File: config.mk
export PLATFORM = sky130hd
export DESIGN_NAME = fer_fault_escalation_unit
export DESIGN_NICKNAME = d
export VERILOG_FILES = /design/src/design/fer_pkg.sv /design/src/design/fer_flag_if.sv /design/src/design/fer_addr_cap.sv /design/src/design/fer_fault_escalation_unit.sv /design/src/design/fer_sticky.sv
export SDC_FILE = /design/constraint.sdc
export NUM_CORES = 1
export LEC_CHECK = 0
export ABC_AREA = 1
export BUFFER_PORTS_ARGS = -buffer_cell sky130_fd_sc_hd__buf_2
export CAP_MARGIN = 25
export CORE_MARGIN = 3
export CORE_UTILIZATION = 49
export DETAILED_ROUTE_END_ITERATION = 7
export PLACE_DENSITY = 0.83
export SYNTH_ARGS = -nofsm -noshare
export SYNTH_HDL_FRONTEND = slang
export SYNTH_SLANG_ARGS = --single-unit
File: constraint.sdc
create_clock -name i_clk_sys -period 4.8 [get_ports i_clk_sys]
set_input_delay 0.48 -clock i_clk_sys [delete_from_list [all_inputs] [get_ports i_clk_sys]]
set_output_delay 0.48 -clock i_clk_sys [all_outputs]
set_load 0.01 [all_outputs]
File: src/design/fer_pkg.sv
// constants, encodings and helpers shared by the fault escalation unit
package fer_pkg;

	// widths
	localparam int PRIO_W = 8;
	localparam int RANK_W = 9;
	localparam int ADDR_W = 32;

	// fault classes with a configurable priority
	localparam int CLS_N = 3;
	localparam int CLS_MEM = 0;
	localparam int CLS_BUS = 1;
	localparam int CLS_USAGE = 2;

	// ranks: a lower rank is a higher priority
	localparam logic [RANK_W-1:0] RANK_RESET = 9'h000;
	localparam logic [RANK_W-1:0] RANK_NMI = 9'h001;
	localparam logic [RANK_W-1:0] RANK_HARD = 9'h002;
	localparam logic [RANK_W-1:0] RANK_CFG_BASE = 9'h003;
	localparam logic [RANK_W-1:0] RANK_THREAD = 9'h1ff;

	// memory management status bits
	localparam int MEM_W = 2;
	localparam int MEM_BIT_EXEC_NEVER = 0;
	localparam int MEM_BIT_DATA = 1;

	// bus fault status bits
	localparam int BUS_W = 6;
	localparam int BUS_BIT_PREFETCH = 0;
	localparam int BUS_BIT_EXACT = 1;
	localparam int BUS_BIT_INEXACT = 2;
	localparam int BUS_BIT_UNSTACK = 3;
	localparam int BUS_BIT_STACK = 4;
	localparam int BUS_BIT_LAZY_FP = 5;

	// usage fault status bits
	localparam int USAGE_W = 6;
	localparam int USAGE_BIT_UNDEF = 0;
	localparam int USAGE_BIT_BAD_STATE = 1;
	localparam int USAGE_BIT_BAD_RET = 2;
	localparam int USAGE_BIT_COPROC = 3;
	localparam int USAGE_BIT_UNALIGN = 4;
	localparam int USAGE_BIT_ZDIV = 5;

	// reset values
	localparam logic [ADDR_W-1:0] ADDR_RST = 32'h0000_0000;
	localparam logic FLAG_RST = 1'b0;

	// core variant with the floating-point unit
	localparam logic HAS_FPU = 1'b1;

	typedef enum logic [2:0] {
		FER_EXC_THREAD = 3'b000,
		FER_EXC_RESET = 3'b001,
		FER_EXC_NMI = 3'b010,
		FER_EXC_HARD = 3'b011,
		FER_EXC_MEM = 3'b100,
		FER_EXC_BUS = 3'b101,
		FER_EXC_USAGE = 3'b110,
		FER_EXC_OTHER = 3'b111
	} fer_exc_t;

	function automatic logic [RANK_W-1:0] fer_to_rank(input logic [PRIO_W-1:0] prio);
		fer_to_rank = RANK_W'({1'b0, prio}) + RANK_CFG_BASE;
	endfunction

	function automatic fer_exc_t fer_cls_exc(input int cls);
		if (cls == CLS_MEM) begin
			fer_cls_exc = FER_EXC_MEM;
		end else if (cls == CLS_BUS) begin
			fer_cls_exc = FER_EXC_BUS;
		end else begin
			fer_cls_exc = FER_EXC_USAGE;
		end
	endfunction

endpackage

File: src/design/fer_flag_if.sv
// set, clear and stored bits of one sticky status group
`timescale 1ns/100ps
interface fer_flag_if #(parameter int W = 1);
	logic [W-1:0] set;
	logic [W-1:0] clr;
	logic [W-1:0] bits;
	modport store (input set, input clr, output bits);
	modport ctrl (output set, output clr, input bits);
endinterface

File: src/design/fer_addr_cap.sv
// fault address holder that keeps the first address until cleared
`timescale 1ns/100ps
module fer_addr_cap (
	// clock and reset
	input wire logic i_clk_sys,
	input wire logic i_rst,
	// capture request
	input wire logic i_cap,
	input wire logic [fer_pkg::ADDR_W-1:0] i_addr,
	input wire logic i_clr,
	// held address
	output logic [fer_pkg::ADDR_W-1:0] o_addr,
	output logic o_valid
);
	import fer_pkg::*;

	logic [ADDR_W-1:0] addr_reg;
	logic [ADDR_W-1:0] addr_next;
	logic valid_reg;
	logic valid_next;

	// a later fault must not overwrite the address the handler still needs
	always_comb begin
		addr_next = addr_reg;
		valid_next = valid_reg & ~i_clr;
		if (i_cap && (!valid_reg || i_clr)) begin
			addr_next = i_addr;
		end
		if (i_cap) begin
			valid_next = 1'b1;
		end
	end

	always_ff @(posedge i_clk_sys or posedge i_rst) begin
		if (i_rst) begin
			addr_reg <= ADDR_RST;
			valid_reg <= FLAG_RST;
		end else begin
			addr_reg <= addr_next;
			valid_reg <= valid_next;
		end
	end

	assign o_addr = addr_reg;
	assign o_valid = valid_reg;
endmodule

File: src/design/fer_fault_escalation_unit.sv
// fault classification, status recording and escalation to hard fault
`timescale 1ns/100ps
////////////////////////////////////////////////////////////////////////////////
// Contract
// RULE1 - configurable faults have priority and enable
// RULE2 - entry decided by priority and masks
// RULE3 - same-kind fault in handler escalates
// RULE4 - equal or lower than serviced fault escalates
// RULE5 - equal or lower than executing exception escalates
// RULE6 - fault with disabled handler escalates
// RULE7 - stacking error entering bus handler never escalates
// RULE8 - hard fault preempted only by reset, NMI
// RULE9 - hard fault preempts all but reset, NMI, hard
// RULE10 - record causes; capture mem and bus addresses
// RULE11 - distinct bits for stack, unstack, prefetch, lazy
// RULE12 - exact and inexact data bus errors separate
// RULE13 - lazy save bit only with FPU
// RULE14 - coprocessor and undefined opcode usage bits
// RULE15 - bad state and bad return usage bits
// RULE16 - bad state: non-native set or continuation
// RULE17 - unaligned and zero divisor usage bits
// RULE18 - execute-never fetch faults regardless of MPU
// RULE19 - escalated fault still sets its cause bit
////////////////////////////////////////////////////////////////////////////////
module fer_fault_escalation_unit (
	// clock and reset
	input wire logic i_clk_sys,
	input wire logic i_rst,
	// memory management sources
	input wire logic i_fetch_valid,
	input wire logic i_fetch_exec_never,
	input wire logic i_mpu_enable,
	input wire logic i_mpu_data_viol,
	input wire logic [fer_pkg::ADDR_W-1:0] i_mem_fault_addr,
	// bus error sources
	input wire logic i_berr_stacking,
	input wire logic i_berr_unstacking,
	input wire logic i_berr_prefetch,
	input wire logic i_berr_lazy_fp,
	input wire logic i_berr_data_exact,
	input wire logic i_berr_data_inexact,
	input wire logic [fer_pkg::ADDR_W-1:0] i_bus_fault_addr,
	input wire fer_pkg::fer_exc_t i_stack_exc,
	// usage sources
	input wire logic i_undefined_opcode,
	input wire logic i_coproc_access,
	input wire logic i_isa_switch_valid,
	input wire logic i_isa_switch_native,
	input wire logic i_exception_return_valid,
	input wire logic i_exception_return_code_ok,
	input wire logic i_ret_continuation,
	input wire logic i_ret_target_ldm_stm,
	input wire logic i_unaligned_access,
	input wire logic i_zero_divisor,
	// priority and enable configuration
	input wire logic [fer_pkg::PRIO_W-1:0] i_mem_prio,
	input wire logic [fer_pkg::PRIO_W-1:0] i_bus_prio,
	input wire logic [fer_pkg::PRIO_W-1:0] i_usage_prio,
	input wire logic i_mem_en,
	input wire logic i_bus_en,
	input wire logic i_usage_en,
	// exception masks and current execution
	input wire logic i_primask,
	input wire logic i_faultmask,
	input wire logic [fer_pkg::PRIO_W-1:0] i_basepri,
	input wire fer_pkg::fer_exc_t i_cur_exc,
	input wire logic [fer_pkg::PRIO_W-1:0] i_cur_prio,
	// status clears
	input wire logic [fer_pkg::MEM_W-1:0] i_mem_status_clr,
	input wire logic [fer_pkg::BUS_W-1:0] i_bus_status_clr,
	input wire logic [fer_pkg::USAGE_W-1:0] i_usage_status_clr,
	input wire logic i_mem_addr_clr,
	input wire logic i_bus_addr_clr,
	// exception entry requests
	output logic o_take_valid,
	output fer_pkg::fer_exc_t o_take_exc,
	output logic [fer_pkg::CLS_N-1:0] o_pending_cfg,
	output logic o_pending_hard,
	output logic o_lockup,
	// status and addresses
	output logic [fer_pkg::MEM_W-1:0] o_mem_status,
	output logic [fer_pkg::BUS_W-1:0] o_bus_status,
	output logic [fer_pkg::USAGE_W-1:0] o_usage_status,
	output logic [fer_pkg::ADDR_W-1:0] o_mem_addr,
	output logic o_mem_addr_valid,
	output logic [fer_pkg::ADDR_W-1:0] o_bus_addr,
	output logic o_bus_addr_valid
);
	import fer_pkg::*;

	////////////////////////////////////////////////////////////////////////////
	// cause decode

	fer_flag_if #(.W(MEM_W)) mem_flags();
	fer_flag_if #(.W(BUS_W)) bus_flags();
	fer_flag_if #(.W(USAGE_W)) usage_flags();

	logic bad_state;
	logic bad_ret;
	logic bus_entry_stack;

	always_comb begin
		// RULE16 non-native set or continuation
		bad_state = (i_isa_switch_valid && !i_isa_switch_native)
			|| (i_exception_return_valid && i_ret_continuation && !i_ret_target_ldm_stm);
		bad_ret = i_exception_return_valid && !i_exception_return_code_ok;
		bus_entry_stack = i_berr_stacking && (i_stack_exc == FER_EXC_BUS);

		mem_flags.set = '0;
		// RULE18 execute-never ignores mpu
		mem_flags.set[MEM_BIT_EXEC_NEVER] = i_fetch_valid && i_fetch_exec_never;
		mem_flags.set[MEM_BIT_DATA] = i_mpu_enable && i_mpu_data_viol;

		bus_flags.set = '0;
		// RULE11 separate timing bits
		bus_flags.set[BUS_BIT_STACK] = i_berr_stacking;
		bus_flags.set[BUS_BIT_UNSTACK] = i_berr_unstacking;
		bus_flags.set[BUS_BIT_PREFETCH] = i_berr_prefetch;
		// RULE13 fpu variant only
		bus_flags.set[BUS_BIT_LAZY_FP] = HAS_FPU && i_berr_lazy_fp;
		// RULE12 exact versus inexact
		bus_flags.set[BUS_BIT_EXACT] = i_berr_data_exact;
		bus_flags.set[BUS_BIT_INEXACT] = i_berr_data_inexact;

		usage_flags.set = '0;
		// RULE14 coprocessor and undefined
		usage_flags.set[USAGE_BIT_COPROC] = i_coproc_access;
		usage_flags.set[USAGE_BIT_UNDEF] = i_undefined_opcode;
		// RULE15 bad state and return
		usage_flags.set[USAGE_BIT_BAD_STATE] = bad_state;
		usage_flags.set[USAGE_BIT_BAD_RET] = bad_ret;
		// RULE17 unaligned and zero divisor
		usage_flags.set[USAGE_BIT_UNALIGN] = i_unaligned_access;
		usage_flags.set[USAGE_BIT_ZDIV] = i_zero_divisor;

		mem_flags.clr = i_mem_status_clr;
		bus_flags.clr = i_bus_status_clr;
		usage_flags.clr = i_usage_status_clr;
	end

	// RULE10 cause bits recorded
	// RULE19 set even when escalated
	fer_sticky #(.W(MEM_W)) u_mem_status (
		.i_clk_sys(i_clk_sys),
		.i_rst(i_rst),
		.flags(mem_flags)
	);

	fer_sticky #(.W(BUS_W)) u_bus_status (
		.i_clk_sys(i_clk_sys),
		.i_rst(i_rst),
		.flags(bus_flags)
	);

	fer_sticky #(.W(USAGE_W)) u_usage_status (
		.i_clk_sys(i_clk_sys),
		.i_rst(i_rst),
		.flags(usage_flags)
	);

	// RULE10 faulting address capture
	fer_addr_cap u_mem_addr (
		.i_clk_sys(i_clk_sys),
		.i_rst(i_rst),
		.i_cap(mem_flags.set[MEM_BIT_DATA]),
		.i_addr(i_mem_fault_addr),
		.i_clr(i_mem_addr_clr),
		.o_addr(o_mem_addr),
		.o_valid(o_mem_addr_valid)
	);

	fer_addr_cap u_bus_addr (
		.i_clk_sys(i_clk_sys),
		.i_rst(i_rst),
		.i_cap(i_berr_data_exact),
		.i_addr(i_bus_fault_addr),
		.i_clr(i_bus_addr_clr),
		.o_addr(o_bus_addr),
		.o_valid(o_bus_addr_valid)
	);

	assign o_mem_status = mem_flags.bits;
	assign o_bus_status = bus_flags.bits;
	assign o_usage_status = usage_flags.bits;

	////////////////////////////////////////////////////////////////////////////
	// priorities

	logic [RANK_W-1:0] cfg_rank [CLS_N];
	logic [CLS_N-1:0] cfg_en;
	logic [CLS_N-1:0] raise_sync;
	logic [CLS_N-1:0] raise_async;
	logic [RANK_W-1:0] cur_rank;
	logic [RANK_W-1:0] exec_rank;

	always_comb begin
		// RULE1 per-class priority and enable
		cfg_rank[CLS_MEM] = fer_to_rank(i_mem_prio);
		cfg_rank[CLS_BUS] = fer_to_rank(i_bus_prio);
		cfg_rank[CLS_USAGE] = fer_to_rank(i_usage_prio);
		cfg_en = {i_usage_en, i_bus_en, i_mem_en};

		raise_sync[CLS_MEM] = |mem_flags.set;
		// RULE7 entry stacking error is only recorded
		raise_sync[CLS_BUS] = i_berr_unstacking || i_berr_prefetch || i_berr_data_exact
			|| (HAS_FPU && i_berr_lazy_fp) || (i_berr_stacking && !bus_entry_stack);
		raise_sync[CLS_USAGE] = |usage_flags.set;
		// inexact errors arrive late, so they wait instead of escalating unless the bus handler is disabled
		raise_async = '0;
		raise_async[CLS_BUS] = i_berr_data_inexact;

		case (i_cur_exc)
			FER_EXC_THREAD: cur_rank = RANK_THREAD;
			FER_EXC_RESET: cur_rank = RANK_RESET;
			FER_EXC_NMI: cur_rank = RANK_NMI;
			FER_EXC_HARD: cur_rank = RANK_HARD;
			FER_EXC_MEM: cur_rank = cfg_rank[CLS_MEM];
			FER_EXC_BUS: cur_rank = cfg_rank[CLS_BUS];
			FER_EXC_USAGE: cur_rank = cfg_rank[CLS_USAGE];
			FER_EXC_OTHER: cur_rank = fer_to_rank(i_cur_prio);
			default: cur_rank = RANK_THREAD;
		endcase

		// RULE2 masks raise the execution priority
		exec_rank = cur_rank;
		if (i_basepri != 8'h00 && fer_to_rank(i_basepri) < exec_rank) begin
			exec_rank = fer_to_rank(i_basepri);
		end
		if (i_primask && RANK_CFG_BASE < exec_rank) begin
			exec_rank = RANK_CFG_BASE;
		end
		if (i_faultmask && RANK_HARD < exec_rank) begin
			exec_rank = RANK_HARD;
		end
	end

	////////////////////////////////////////////////////////////////////////////
	// escalation and entry arbitration

	logic [CLS_N-1:0] pend_cfg_reg;
	logic [CLS_N-1:0] pend_cfg_next;
	logic pend_hard_reg;
	logic pend_hard_next;
	logic lockup_reg;
	logic lockup_next;
	logic take_valid_reg;
	logic take_valid_next;
	fer_exc_t take_exc_reg;
	fer_exc_t take_exc_next;

	always_comb begin
		logic escalate;
		logic room;
		logic [RANK_W-1:0] best;
		logic [CLS_N-1:0] pend_set;
		logic [CLS_N-1:0] take_mask;
		escalate = 1'b0;
		room = 1'b0;
		best = exec_rank;
		pend_set = '0;
		take_mask = '0;
		take_valid_next = 1'b0;
		take_exc_next = take_exc_reg;

		for (int c = 0; c < CLS_N; c++) begin
			// RULE4 not above the serviced fault
			// RULE5 not above the executing exception
			room = cfg_en[c] && (cfg_rank[c] < exec_rank);
			// RULE3 a handler cannot preempt itself
			if (i_cur_exc == fer_cls_exc(c)) begin
				room = 1'b0;
			end
			if (raise_sync[c]) begin
				if (room) begin
					pend_set[c] = 1'b1;
				end else begin
					escalate = 1'b1;
				end
			end
			if (raise_async[c]) begin
				// RULE6 disabled handler escalates
				if (!cfg_en[c]) begin
					escalate = 1'b1;
				end else begin
					pend_set[c] = 1'b1;
				end
			end
		end

		// best configurable candidate, lower class index wins a tie
		for (int c = 0; c < CLS_N; c++) begin
			if (pend_cfg_reg[c] && cfg_en[c] && cfg_rank[c] < best) begin
				best = cfg_rank[c];
				take_mask = '0;
				take_mask[c] = 1'b1;
				take_valid_next = 1'b1;
				take_exc_next = fer_cls_exc(c);
			end
		end

		// RULE9 hard fault preempts below its rank
		// RULE8 only reset, nmi, hard fault itself and faultmask hold it off
		pend_hard_next = pend_hard_reg;
		if (pend_hard_reg && RANK_HARD < exec_rank) begin
			take_mask = '0;
			take_valid_next = 1'b1;
			take_exc_next = FER_EXC_HARD;
			pend_hard_next = 1'b0;
		end

		// a fault escalated inside hard fault or nmi has nowhere to go
		lockup_next = lockup_reg;
		if (escalate) begin
			if (cur_rank <= RANK_HARD) begin
				lockup_next = 1'b1;
			end else begin
				pend_hard_next = 1'b1;
			end
		end

		pend_cfg_next = (pend_cfg_reg & ~take_mask) | pend_set;
	end

	always_ff @(posedge i_clk_sys or posedge i_rst) begin
		if (i_rst) begin
			pend_cfg_reg <= '0;
			pend_hard_reg <= FLAG_RST;
			lockup_reg <= FLAG_RST;
			take_valid_reg <= FLAG_RST;
			take_exc_reg <= FER_EXC_THREAD;
		end else begin
			pend_cfg_reg <= pend_cfg_next;
			pend_hard_reg <= pend_hard_next;
			lockup_reg <= lockup_next;
			take_valid_reg <= take_valid_next;
			take_exc_reg <= take_exc_next;
		end
	end

	assign o_take_valid = take_valid_reg;
	assign o_take_exc = take_exc_reg;
	assign o_pending_cfg = pend_cfg_reg;
	assign o_pending_hard = pend_hard_reg;
	assign o_lockup = lockup_reg;
endmodule

File: src/design/fer_sticky.sv
// sticky status bits where a set in the clearing cycle wins
`timescale 1ns/100ps
module fer_sticky #(parameter int W = 1) (
	// clock and reset
	input wire logic i_clk_sys,
	input wire logic i_rst,
	// status group
	fer_flag_if.store flags
);
	import fer_pkg::*;

	logic [W-1:0] bits_reg;
	logic [W-1:0] bits_next;

	// a clear never swallows an event of the same cycle
	always_comb begin
		bits_next = (bits_reg & ~flags.clr) | flags.set;
	end

	always_ff @(posedge i_clk_sys or posedge i_rst) begin
		if (i_rst) begin
			bits_reg <= {W{FLAG_RST}};
		end else begin
			bits_reg <= bits_next;
		end
	end

	assign flags.bits = bits_reg;
endmodule

* Word level (Yosys, flattened, before mapping)
Cells that the tools add are included.
** Word-level totals
- Flip-flop bits (word level) :: 89
- Input bits :: 153
- Output and inout bits :: 89
- Word-level logic and storage cells :: 135
** Operators by class
- $add $sub $neg :: 5
- Order comparisons :: 10
- Equal/unequal tests :: 8
- Mux-type cells :: 42
- Bitwise gates (word level) :: 16
- Reduce and logical (&&, ||, !) cells :: 42
** Operators by type and width (number)
- case mux 9 bit (8 select lines) :: 1
- less-than comparator 9 bit :: 6
- adder 8 x 2 -> 9 bit (second input constant) :: 5
- two-way mux 9 bit :: 5
- two-way mux 1 bit :: 29
- less-than comparator 2 x 9 -> 1 bit (first input constant) :: 3
- logical AND 1 bit :: 23
- two-way mux 3 bit :: 7
- == test 3 bit (second input constant) :: 5
- bitwise AND 6 bit :: 2
- inverter 6 bit :: 2
- bitwise OR 6 bit :: 2
- <= comparator 9 x 2 -> 1 bit (second input constant) :: 1
- nonzero test 8 bit :: 1
- logical OR 1 bit :: 7
- == test 3 x 2 -> 1 bit (second input constant) :: 2
- zero test 1 bit :: 6
- OR reduction 6 bit :: 1
- nonzero test 4 bit :: 1
- bitwise AND 3 bit :: 1
- == test 3 x 1 -> 1 bit (second input constant) :: 1
- zero test 3 bit :: 1
- inverter 3 bit :: 1
- bitwise OR 3 bit :: 1
- other kinds (7) :: 9

* Logic depth before layout (Yosys ltp)
Gate-level depths: netlist of run 1.
- Word-level depth :: 24
- Mapped depth :: 56
- Mapped depth without buffers :: 54

* Hierarchy
From an unflattened synthesis of run 1, not the netlist that was laid out.
** Second synthesis, totals
- Cells, all modules :: 951
- Area, all modules :: 6648.9 um2
** Modules (own cells, without submodules)
- fer_fault_escalation_unit :: times used 1, cells each 588, area each 3374.5 um2, seq. area each 225.2 um2
- fer_addr_cap :: times used 2, cells each 145, area each 1351.3 um2, seq. area each 825.8 um2
- fer_sticky (u_bus_status ...) :: times used 2, cells each 31, area each 244.0 um2, seq. area each 150.1 um2
- fer_sticky (u_mem_status) :: times used 1, cells each 11, area each 83.8 um2, seq. area each 50.0 um2

* Worst setup path after synthesis of run 1
No wires, ideal clock.
- Kind :: input-to-reg
- Start :: in i_basepri[0] (netlist bit)
- End :: reg take_exc_reg[0] (netlist: o_take_exc[0])
- Setup time :: 119 ps
- Arrival :: 7909 ps
- Required time :: 4681 ps
- Setup slack :: -3228 ps
- Cell stages on the path :: 49
- Buffers on the path :: 3
- Cells stage by stage :: inv_1 > ha_1 > nor3_1 > nand4_1 > nand2_1 > inv_1 > ha_1 > nand2_1 > nand2_1 > a21boi_0 > nand3_1 > nor2_2 > nand2_2 > buf_6 > nand2_1 > nand2_1 > nand2_1 > nand2_1 > (+13 left out) > nand2_1 > o21ai_0 > ha_1 > a21oi_1 > nand3b_1 > a21oi_1 > a2111oi_0 > nand2_4 > clkbuf_1 > o21ai_0 > ha_1 > a21oi_1 > nand3b_1 > a21oi_1 > a2111oi_0 > nand2_2 > a21oi_1 > nand2_1
** On the way
- Cells in the longest elaborated chain, start to end :: 20
- Elaborated cells between the ends (all ways) :: 25
- Those cells by class :: add/sub (1); order compare (7); mux (8); reduce/logical (9)
** Ends and longest elaborated chain
- start: declaration :: line fer_fault_escalation_unit.sv:65 : input wire logic [fer_pkg::PRIO_W-1:0] i_basepri,
- adder 8 x 2 -> 9 bit :: line fer_pkg.sv:64 : fer_to_rank = RANK_W'({1'b0, prio}) + RANK_CFG_BASE;
- less-than comparator 9 bit :: line fer_fault_escalation_unit.sv:226 : if (i_basepri != 8'h00 && fer_to_rank(i_basepri) < exec_rank) begin
- logical AND 1 bit :: line fer_fault_escalation_unit.sv:226
- two-way mux 9 bit * :: line fer_fault_escalation_unit.sv:226
- less-than comparator 2 x 9 -> 1 bit :: line fer_fault_escalation_unit.sv:229 : if (i_primask && RANK_CFG_BASE < exec_rank) begin
- logical AND 1 bit :: line fer_fault_escalation_unit.sv:229
- two-way mux 9 bit * :: line fer_fault_escalation_unit.sv:229
- less-than comparator 2 x 9 -> 1 bit :: line fer_fault_escalation_unit.sv:232 : if (i_faultmask && RANK_HARD < exec_rank) begin
- (+4 left out)
- two-way mux 9 bit :: line fer_fault_escalation_unit.sv:292 : if (pend_cfg_reg[c] && cfg_en[c] && cfg_rank[c] < best) begin
- less-than comparator 9 bit :: line fer_fault_escalation_unit.sv:292
- logical AND 1 bit :: line fer_fault_escalation_unit.sv:292
- two-way mux 9 bit :: line fer_fault_escalation_unit.sv:292
- less-than comparator 9 bit :: line fer_fault_escalation_unit.sv:292
- logical AND 1 bit :: line fer_fault_escalation_unit.sv:292
- two-way mux 3 bit :: line fer_fault_escalation_unit.sv:292
- two-way mux 3 bit :: line fer_fault_escalation_unit.sv:304 : if (pend_hard_reg && RANK_HARD < exec_rank) begin
- end signal: assignment :: line fer_fault_escalation_unit.sv:336 : take_exc_reg <= take_exc_next;
- end: declaration :: line fer_fault_escalation_unit.sv:248 : fer_exc_t take_exc_reg;
Every way passes the cells marked *; elsewhere a longest branch is shown, timed or not.
A chain may end at the register's enable or synchronous reset.

* Worst setup path in the final report of run 1
- Start :: in i_mem_prio[1] (netlist bit)
- End :: reg pend_cfg_reg[2] (netlist: o_pending_cfg[2])
** On the way
- Cells in the longest elaborated chain, start to end :: 24
- Elaborated cells between the ends (all ways) :: 31
- Those cells by class :: add/sub (1); order compare (8); mux (11); bitwise (3); reduce/logical (8)
** Ends and longest elaborated chain
- start: declaration :: line fer_fault_escalation_unit.sv:56 : input wire logic [fer_pkg::PRIO_W-1:0] i_mem_prio,
- adder 8 x 2 -> 9 bit * :: line fer_pkg.sv:64
- case mux 9 bit (8 select lines) :: line fer_fault_escalation_unit.sv:212 : case (i_cur_exc)
- less-than comparator 9 bit :: line fer_fault_escalation_unit.sv:226
- logical AND 1 bit :: line fer_fault_escalation_unit.sv:226
- two-way mux 9 bit :: line fer_fault_escalation_unit.sv:226
- less-than comparator 2 x 9 -> 1 bit :: line fer_fault_escalation_unit.sv:229
- logical AND 1 bit :: line fer_fault_escalation_unit.sv:229
- two-way mux 9 bit :: line fer_fault_escalation_unit.sv:229
- (+9 left out)
- less-than comparator 9 bit :: line fer_fault_escalation_unit.sv:292
- logical AND 1 bit :: line fer_fault_escalation_unit.sv:292
- two-way mux 3 bit :: line fer_fault_escalation_unit.sv:292
- two-way mux 3 bit :: line fer_fault_escalation_unit.sv:304
- inverter 3 bit :: line fer_fault_escalation_unit.sv:321 : pend_cfg_next = (pend_cfg_reg & ~take_mask) | pend_set;
- bitwise AND 3 bit :: line fer_fault_escalation_unit.sv:321
- bitwise OR 3 bit * :: line fer_fault_escalation_unit.sv:321
- named net pend_cfg_next[2] :: line fer_fault_escalation_unit.sv:241 : logic [CLS_N-1:0] pend_cfg_next;
- end signal: assignment :: line fer_fault_escalation_unit.sv:332 : pend_cfg_reg <= pend_cfg_next;
- end: declaration :: line fer_fault_escalation_unit.sv:240 : logic [CLS_N-1:0] pend_cfg_reg;
The timed path passes the listed nets; every way through them passes the cells marked *.

==> reports/results.ini, run 1 <==
[drt]
drc=0
dr_total_vias=8624
antenna_left=0
drt-initial-drc-count=956
wl_per_cell_um=20.6
drtPass1Iterations=7
wl_mm=30.1
via_per_inst=5.89

[global_route]
grt_pass1_vias=8141
antenna_found_initial=0
track_usage_pct=33.9
grt-ovfl-total=0
grt_max_degree=52
grt_pass1_wl_mm=39.1

[timing]
setup_viol=9
maxSlewViolCount=0
hold_violations=0
worst_pin_slew_ns=0.920
layout_setup_ws_ns=-2.74
worst_hold_slack_ns=0.292
slew_headroom_pct=37.1
min_period_over_period_pct=157
fmax_ghz=0.133
period_minus_slack_ns=7.54
fin_skew_ns=0.0137
rsz0062_at_grt=yes

[clock_network]
cts.clk_slew.worst_paths_ns=0.06
cts_buffer_depth=2
cts_buffers=9
root_buffer=clkbuf_16
cts_tree=built
cts_sinks=89
insertion_delay_ns=0.34
htreeDepth=3

[logic_synthesis]
ys_seq_area_share_pct=34.9
avgSynthCellArea_um2=7.93
syn_nets=1013
syn_area_um2=6390
synth_edf_count=0
synth_cells=806
synth_top_area_share_pct=34.9
async_reset_ff_share_pct=100
synth_cell_types=41
yosysMostFrequentCell=nand2_1
yosysWarnings=0
yosys.area.top_type=dfrtp_1
ys_ff_latch=89
dominantRegCellSynth=dfrtp_1
synthTopCellsByArea=dfrtp_1 35%, mux2_2 11%, nand2_1 11%
synth_common_cells=186 x nand2_1, 116 x inv_1, 89 x dfrtp_1

[die]
core.rowCount=41
die_h_um=120
io-pin-count=242
start_util_pct=50.4
die_w_um=120
core_um2=12700
fp.dieArea_um2=14400

[critical_path]
worstPathRequired_ns=5.02
critPathKind=in -> reg
r2r_start=o_pending_cfg[0]$_DFF_PP0_
cpMostUsedCell=nand2_1
r2r_cells=22
end_kind=flop
r2r_slack_ns=0.77
critPathArrivalTime_ns=7.75
path_max_fanout=8
cpPeakStageDelay_ns=0.45
r2r_end=o_pending_cfg[2]$_DFF_PP0_
crit_slowest_cell=a2111oi_4
startpoint_type=input port

[layout]
final_nets=1493
fillers=590
final_cells=1464
layout-drive-gt1-share_pct=58.1
final-seq-area_um2=2230
multi_input_area_um2=4570
area_delta_synth_final_pct=71.6

[pwr]
clkPwrFrac_pct=21.2
power_frac_seq_pct=28.9
swShare_pct=37.6
intPower_mw=2.05
p_comb_share_pct=49.9
vdd_drop_max_mv=0.289
power_density_nw_per_um2=300
p_leak_nw=5.73
p_sw_mw=1.24

[hold_path]
hold_path.class=in -> async

[placed_design]
gp_routability_congestion=0.956
hpwl_mm=18.6
dp.cells=1388
place_ws_ns=-2.74
io_buffers=241

[run_status]
violations=negative setup slack
outcome=finished, violations left

[job]
maxCapViolations=0

area by class of cell:
cell class	count	area share (%)
Multi-Input combinational cell	587	41.7
Clock buffer	12	2.43
Timing Repair Buffer	477	28.7
Clock inverter	4	0.308
Inverter	122	4.58
Antenna cell	1	0.0228
Tap cell	172	1.96
Sequential cell	89	20.3
cells by family after synthesis:
group                      Yosys count  synth area share (%)
and+or+nand+nor                    372                  26.3
buffers and inverters              132                  7.87
DFF                                 89                  34.9
AOI/OAI and AO/OA                   88                  8.19
muxes                               64                  11.3
adders and majority gates           54                  10.6
xor gates and xnor gates             7                 0.960
cells in the final DEF, fill, tap and decap left out, types with 30 or more instances in the layout:
cell type | netlist | routed
buf_2 | 0 | 231
buf_4 | 0 | 214
dfrtp_1 | 89 | 89
ha_1 | 54 | 35
inv_1 | 116 | 92
mux2_2 | 64 | 64
nand2_1 | 186 | 153
nand2_2 | 14 | 40
nand3_1 | 67 | 44
nor2_1 | 53 | 30
power by group through the flow:
stage	Combinational [mW]	Sequential (mW)	Clock, mW
floorplan	0.594	1.01	0
global placement	1.18	0.943	0
detailed placement	1.22	0.951	0
CTS	1.39	0.942	0.690
global route	1.74	0.959	0.729
finish	1.64	0.949	0.697
how the worst max path moves through the flow:
| stage | endpoint | cells past startpoint | slack, ns | start |
|---|---|---|---|---|
| 5_1_grt | o_pending_cfg[2]$_DFF_PP0_ | 52 | -3.12 | i_cur_prio[2] |
| 3_5_place_dp | o_pending_cfg[2]$_DFF_PP0_ | 47 | -2.74 | i_usage_prio[0] |
| 3_3_place_gp | o_pending_cfg[2]$_DFF_PP0_ | 46 | -2.50 | i_usage_prio[0] |
| 4_1_cts | o_pending_cfg[2]$_DFF_PP0_ | 49 | -1.98 | i_basepri[0] |
| 2_1_floorplan | o_pending_cfg[2]$_DFF_PP0_ | 54 | -2.20 | i_usage_prio[0] |
| 6_report | o_pending_cfg[2]$_DFF_PP0_ | 52 | -2.74 | i_mem_prio[1] |
through the flow:
| stage | utilization, % | total power, mW | area, µm² | TNS, ns |
|---|---|---|---|---|
| after detailed placement | 74.1 | 2.17 | 9390 | -19.92 |
| after floorplan | - | 1.60 | 6690 | -14.76 |
| final | 86.5 | 3.29 | 11000 | -21.14 |
| after global placement | 74.1 | 2.12 | 9390 | -18.01 |
| after CTS | 82.5 | 3.02 | 10500 | -13.57 |
| after global routing | 86.5 | 3.42 | 11000 | -24.22 |
worst max-delay path, delay by kind of cell:
family / cells / cell delay (ns)
AO/OA/AOI/OAI: 11 / 1.84
adder cells (fa/ha/maj): 5 / 1.32
buffers and inverters: 10 / 1.01
AND/OR/NAND/NOR: 26 / 3.05
routing by layer:
layer | wire length [µm] | up-vias | GRT usage (%)
met4 | 2610 | 0 | 13.7
li1 | - | 3644 | -
met2 | 14500 | 715 | 60.9
met1 | 10200 | 3997 | 38.8
met5 | 0 | - | 0
met3 | 2870 | 268 | 7.86
what timing repair did:
action                                  CTS  global route
buffers inserted                         37            21
cloned                                    3             0
gates resized for setup                 133            82
pin swaps                                54            60
endpoints found under the setup margin    9             9
hold buffers                              0             0
Note: power is estimated with default switching activity, not from simulation.
==> run 2: changes to the inputs <==
--- a/config.mk
+++ b/config.mk
@@ -9,9 +9,9 @@
 export BUFFER_PORTS_ARGS = -buffer_cell sky130_fd_sc_hd__buf_2
 export CAP_MARGIN = 25
 export CORE_MARGIN = 3
-export CORE_UTILIZATION = 49
+export CORE_UTILIZATION = 45
 export DETAILED_ROUTE_END_ITERATION = 7
-export PLACE_DENSITY = 0.83
+export PLACE_DENSITY = 0.77
 export SYNTH_ARGS = -nofsm -noshare
 export SYNTH_HDL_FRONTEND = slang
 export SYNTH_SLANG_ARGS = --single-unit
==> run 2 against run 1 <==
- the run still ends with negative setup slack left
- first-iteration DRC count is 46% lower
- global-route usage is 4.1 points lower
- wire length is 15% lower
- via count is 8.4% lower
- die area is 8.4% higher
- sequential power is 0.5% lower
- utilization is 7.6 points lower
- register-to-register slack better by 0.20 ns
- hold slack worse by 0.071 ns
- total power is 5.8% lower
- fmax is 4.8% higher
- combinational power is 9% lower
- critical path type unchanged
- largest power group unchanged
- highest routed layer unchanged
==> reports/results.ini, run 2 (synthesis results as in run 1) <==
[run_status]
outcome=finished, violations left
violations=negative setup slack

[timing]
hold_violations=0  ; unchanged
fin_tns_setup_ns=-18.67  ; +2.47 ns
min_period_over_period_pct=150  ; -7.2 points
fin_skew_ns=0.00625  ; -0.00745 ns
layout_setup_ws_ns=-2.39  ; +0.345 ns
setup_viol=9  ; unchanged
slew_headroom_pct=25.0  ; -12 points
period_minus_slack_ns=7.19  ; -0.345 ns
worst_hold_slack_ns=0.221  ; -0.0708 ns
fmax_ghz=0.139  ; +4.8%
worst_pin_slew_ns=1.10  ; +0.177 ns
maxSlewViolCount=0  ; unchanged
rsz0062_at_grt=yes

[clock_network]
htreeDepth=3  ; unchanged
cts_sinks=89  ; unchanged
cts_hold_buf=0  ; unchanged
cts_tree=built
cts_buffer_depth=2  ; unchanged
cts_buffers=9  ; unchanged
insertion_delay_ns=0.34  ; about the same
cts.clk_slew.worst_paths_ns=0.07  ; about the same
root_buffer=clkbuf_16

[critical_path]
end_kind=flop
path_max_fanout=6  ; -2
crit_slowest_cell=o221a_2
r2r_start=o_pending_cfg[0]$_DFF_PP0_
critPathKind=in -> reg
r2r_slack_ns=0.97  ; +0.20 ns
startpoint_type=input port
r2r_cells=22  ; unchanged
cpMostUsedCell=nand2_2
worstPathRequired_ns=5.07  ; +0.05 ns
cpPeakStageDelay_ns=0.33  ; -0.12 ns
critPathArrivalTime_ns=7.46  ; -0.29 ns
r2r_end=o_take_exc[2]$_DFFE_PP0P_

[pwr]
p_leak_nw=5.68  ; -0.94%
finalPower_mw=3.10  ; -5.8%
power_density_nw_per_um2=290  ; -3.5%
vdd_drop_max_mv=0.244  ; -16%

[placed_design]
io_buffers=241  ; unchanged
gp_routability_congestion=0.939  ; -1.8%
place_ws_ns=-2.79  ; -0.0489 ns
hpwl_mm=18.3  ; -1.7%

[global_route]
grt_pass1_vias=7922  ; -2.7%
antenna_found_initial=0  ; unchanged
grt_pass1_wl_mm=38.0  ; -2.7%
grt_max_degree=51  ; -1.9%
grt-ovfl-total=0  ; unchanged
track_usage_pct=29.8  ; -4.1 points

[die]
core.rowCount=42  ; +2.4%
fp.dieArea_um2=15700  ; +8.4%
start_util_pct=47.1  ; -3.3 points
core_um2=13600  ; +7.0%
die_w_um=125  ; +4.1%
die_h_um=125  ; +4.1%
io-pin-count=242  ; unchanged

[layout]
area_delta_synth_final_pct=67.5
antenna_cells=0  ; -1
final_nets=1499  ; +0.40%
final_cell_mix=234 x buf_4, 233 x buf_2, 157 x nand2_1
layout_commonest_cell=buf_4
layout-drive-gt1-share_pct=56.8  ; -1.3 points

[drt]
drt-initial-drc-count=521  ; -46%
wl_mm=25.6  ; -15%
antenna_left=0  ; unchanged
wl_per_cell_um=17.4  ; -16%
dr_total_vias=7902  ; -8.4%
via_per_inst=5.36  ; -8.9%
drtPass1Iterations=7  ; unchanged
drc=0  ; unchanged

[job]
maxCapViolations=0  ; unchanged

[hold_path]
hold_path.class=in -> async

[run 2: cell types whose count changed in the layout (fill, tap and decap cells not counted), moves of 5 or more]
cell and change:
a21oi_1 -5, a21oi_2 +6, buf_4 +20, buf_6 -17
nand3_1 +7, o21ai_0 +7
[run 2: critical path: cells and delay by family]
kind | cells | cell delay, ns
AO/OA/AOI/OAI | 10 | 1.76
buffers and inverters | 9 | 1.17
adder cells (fa/ha/maj) | 4 | 1.09
AND/OR/NAND/NOR | 27 | 2.93
[run 2: repair_timing]
action,CTS,global route
gates resized for setup,83,62
pin swaps,52,38
cloned,2,0
setup endpoints to repair,9,9
buffers inserted,56,15
[run 2: worst max path at each step]
stage,startpoint,to,slack (ns)
floorplan,i_usage_prio[0],o_pending_cfg[2]$_DFF_PP0_,-2.20
global placement,i_usage_prio[0],o_pending_cfg[2]$_DFF_PP0_,-2.52
detailed placement,i_usage_prio[0],o_pending_cfg[2]$_DFF_PP0_,-2.79
CTS,i_basepri[0],o_take_exc[0]$_DFFE_PP0P_,-2.07
global route,i_bus_prio[4],o_take_exc[0]$_DFFE_PP0P_,-2.79
finish,i_bus_prio[4],o_take_exc[2]$_DFFE_PP0P_,-2.39
[run 2: through the flow]
step | instances | utilization [%] | instance area, µm²
6_report | 1473 | 78.9 | 10700
5_1_grt | 1473 | 78.9 | 10700
2_1_floorplan | 806 | - | 6690
4_1_cts | 1458 | 76.4 | 10400
3_5_place_dp | 1385 | 68.9 | 9340
3_3_place_gp | 1385 | 68.9 | 9340
[run 2: cell type report]
class / count / area (µm²)
flip-flops and latches: 89 / 2230
multi-input cells: 587 / 4370
inverters: 122 / 489
repair buffers: 483 / 3110
clock inverters: 6 / 51.3
clock buffers: 10 / 229
well taps: 176 / 220
fillers: 874 / 2860
[run 2: power breakdown]
group	total [mW]	internal (mW)	leakage, nW	switching (mW)
Clock	0.664	0.357	0.127	0.307
Combinational	1.49	0.723	4.53	0.767
Sequential	0.944	0.873	1.02	0.0711
[run 2: metal layers]
| layer | up-vias | track usage (%) | routed length [µm] |
|---|---|---|---|
| met1 | 3709 | 34.4 | 9490 |
| met4 | 0 | 11.8 | 1330 |
| met3 | 136 | 6.18 | 1830 |
| met2 | 407 | 54.1 | 12900 |
| met5 | - | 0 | 0 |
| li1 | 3650 | - | - |
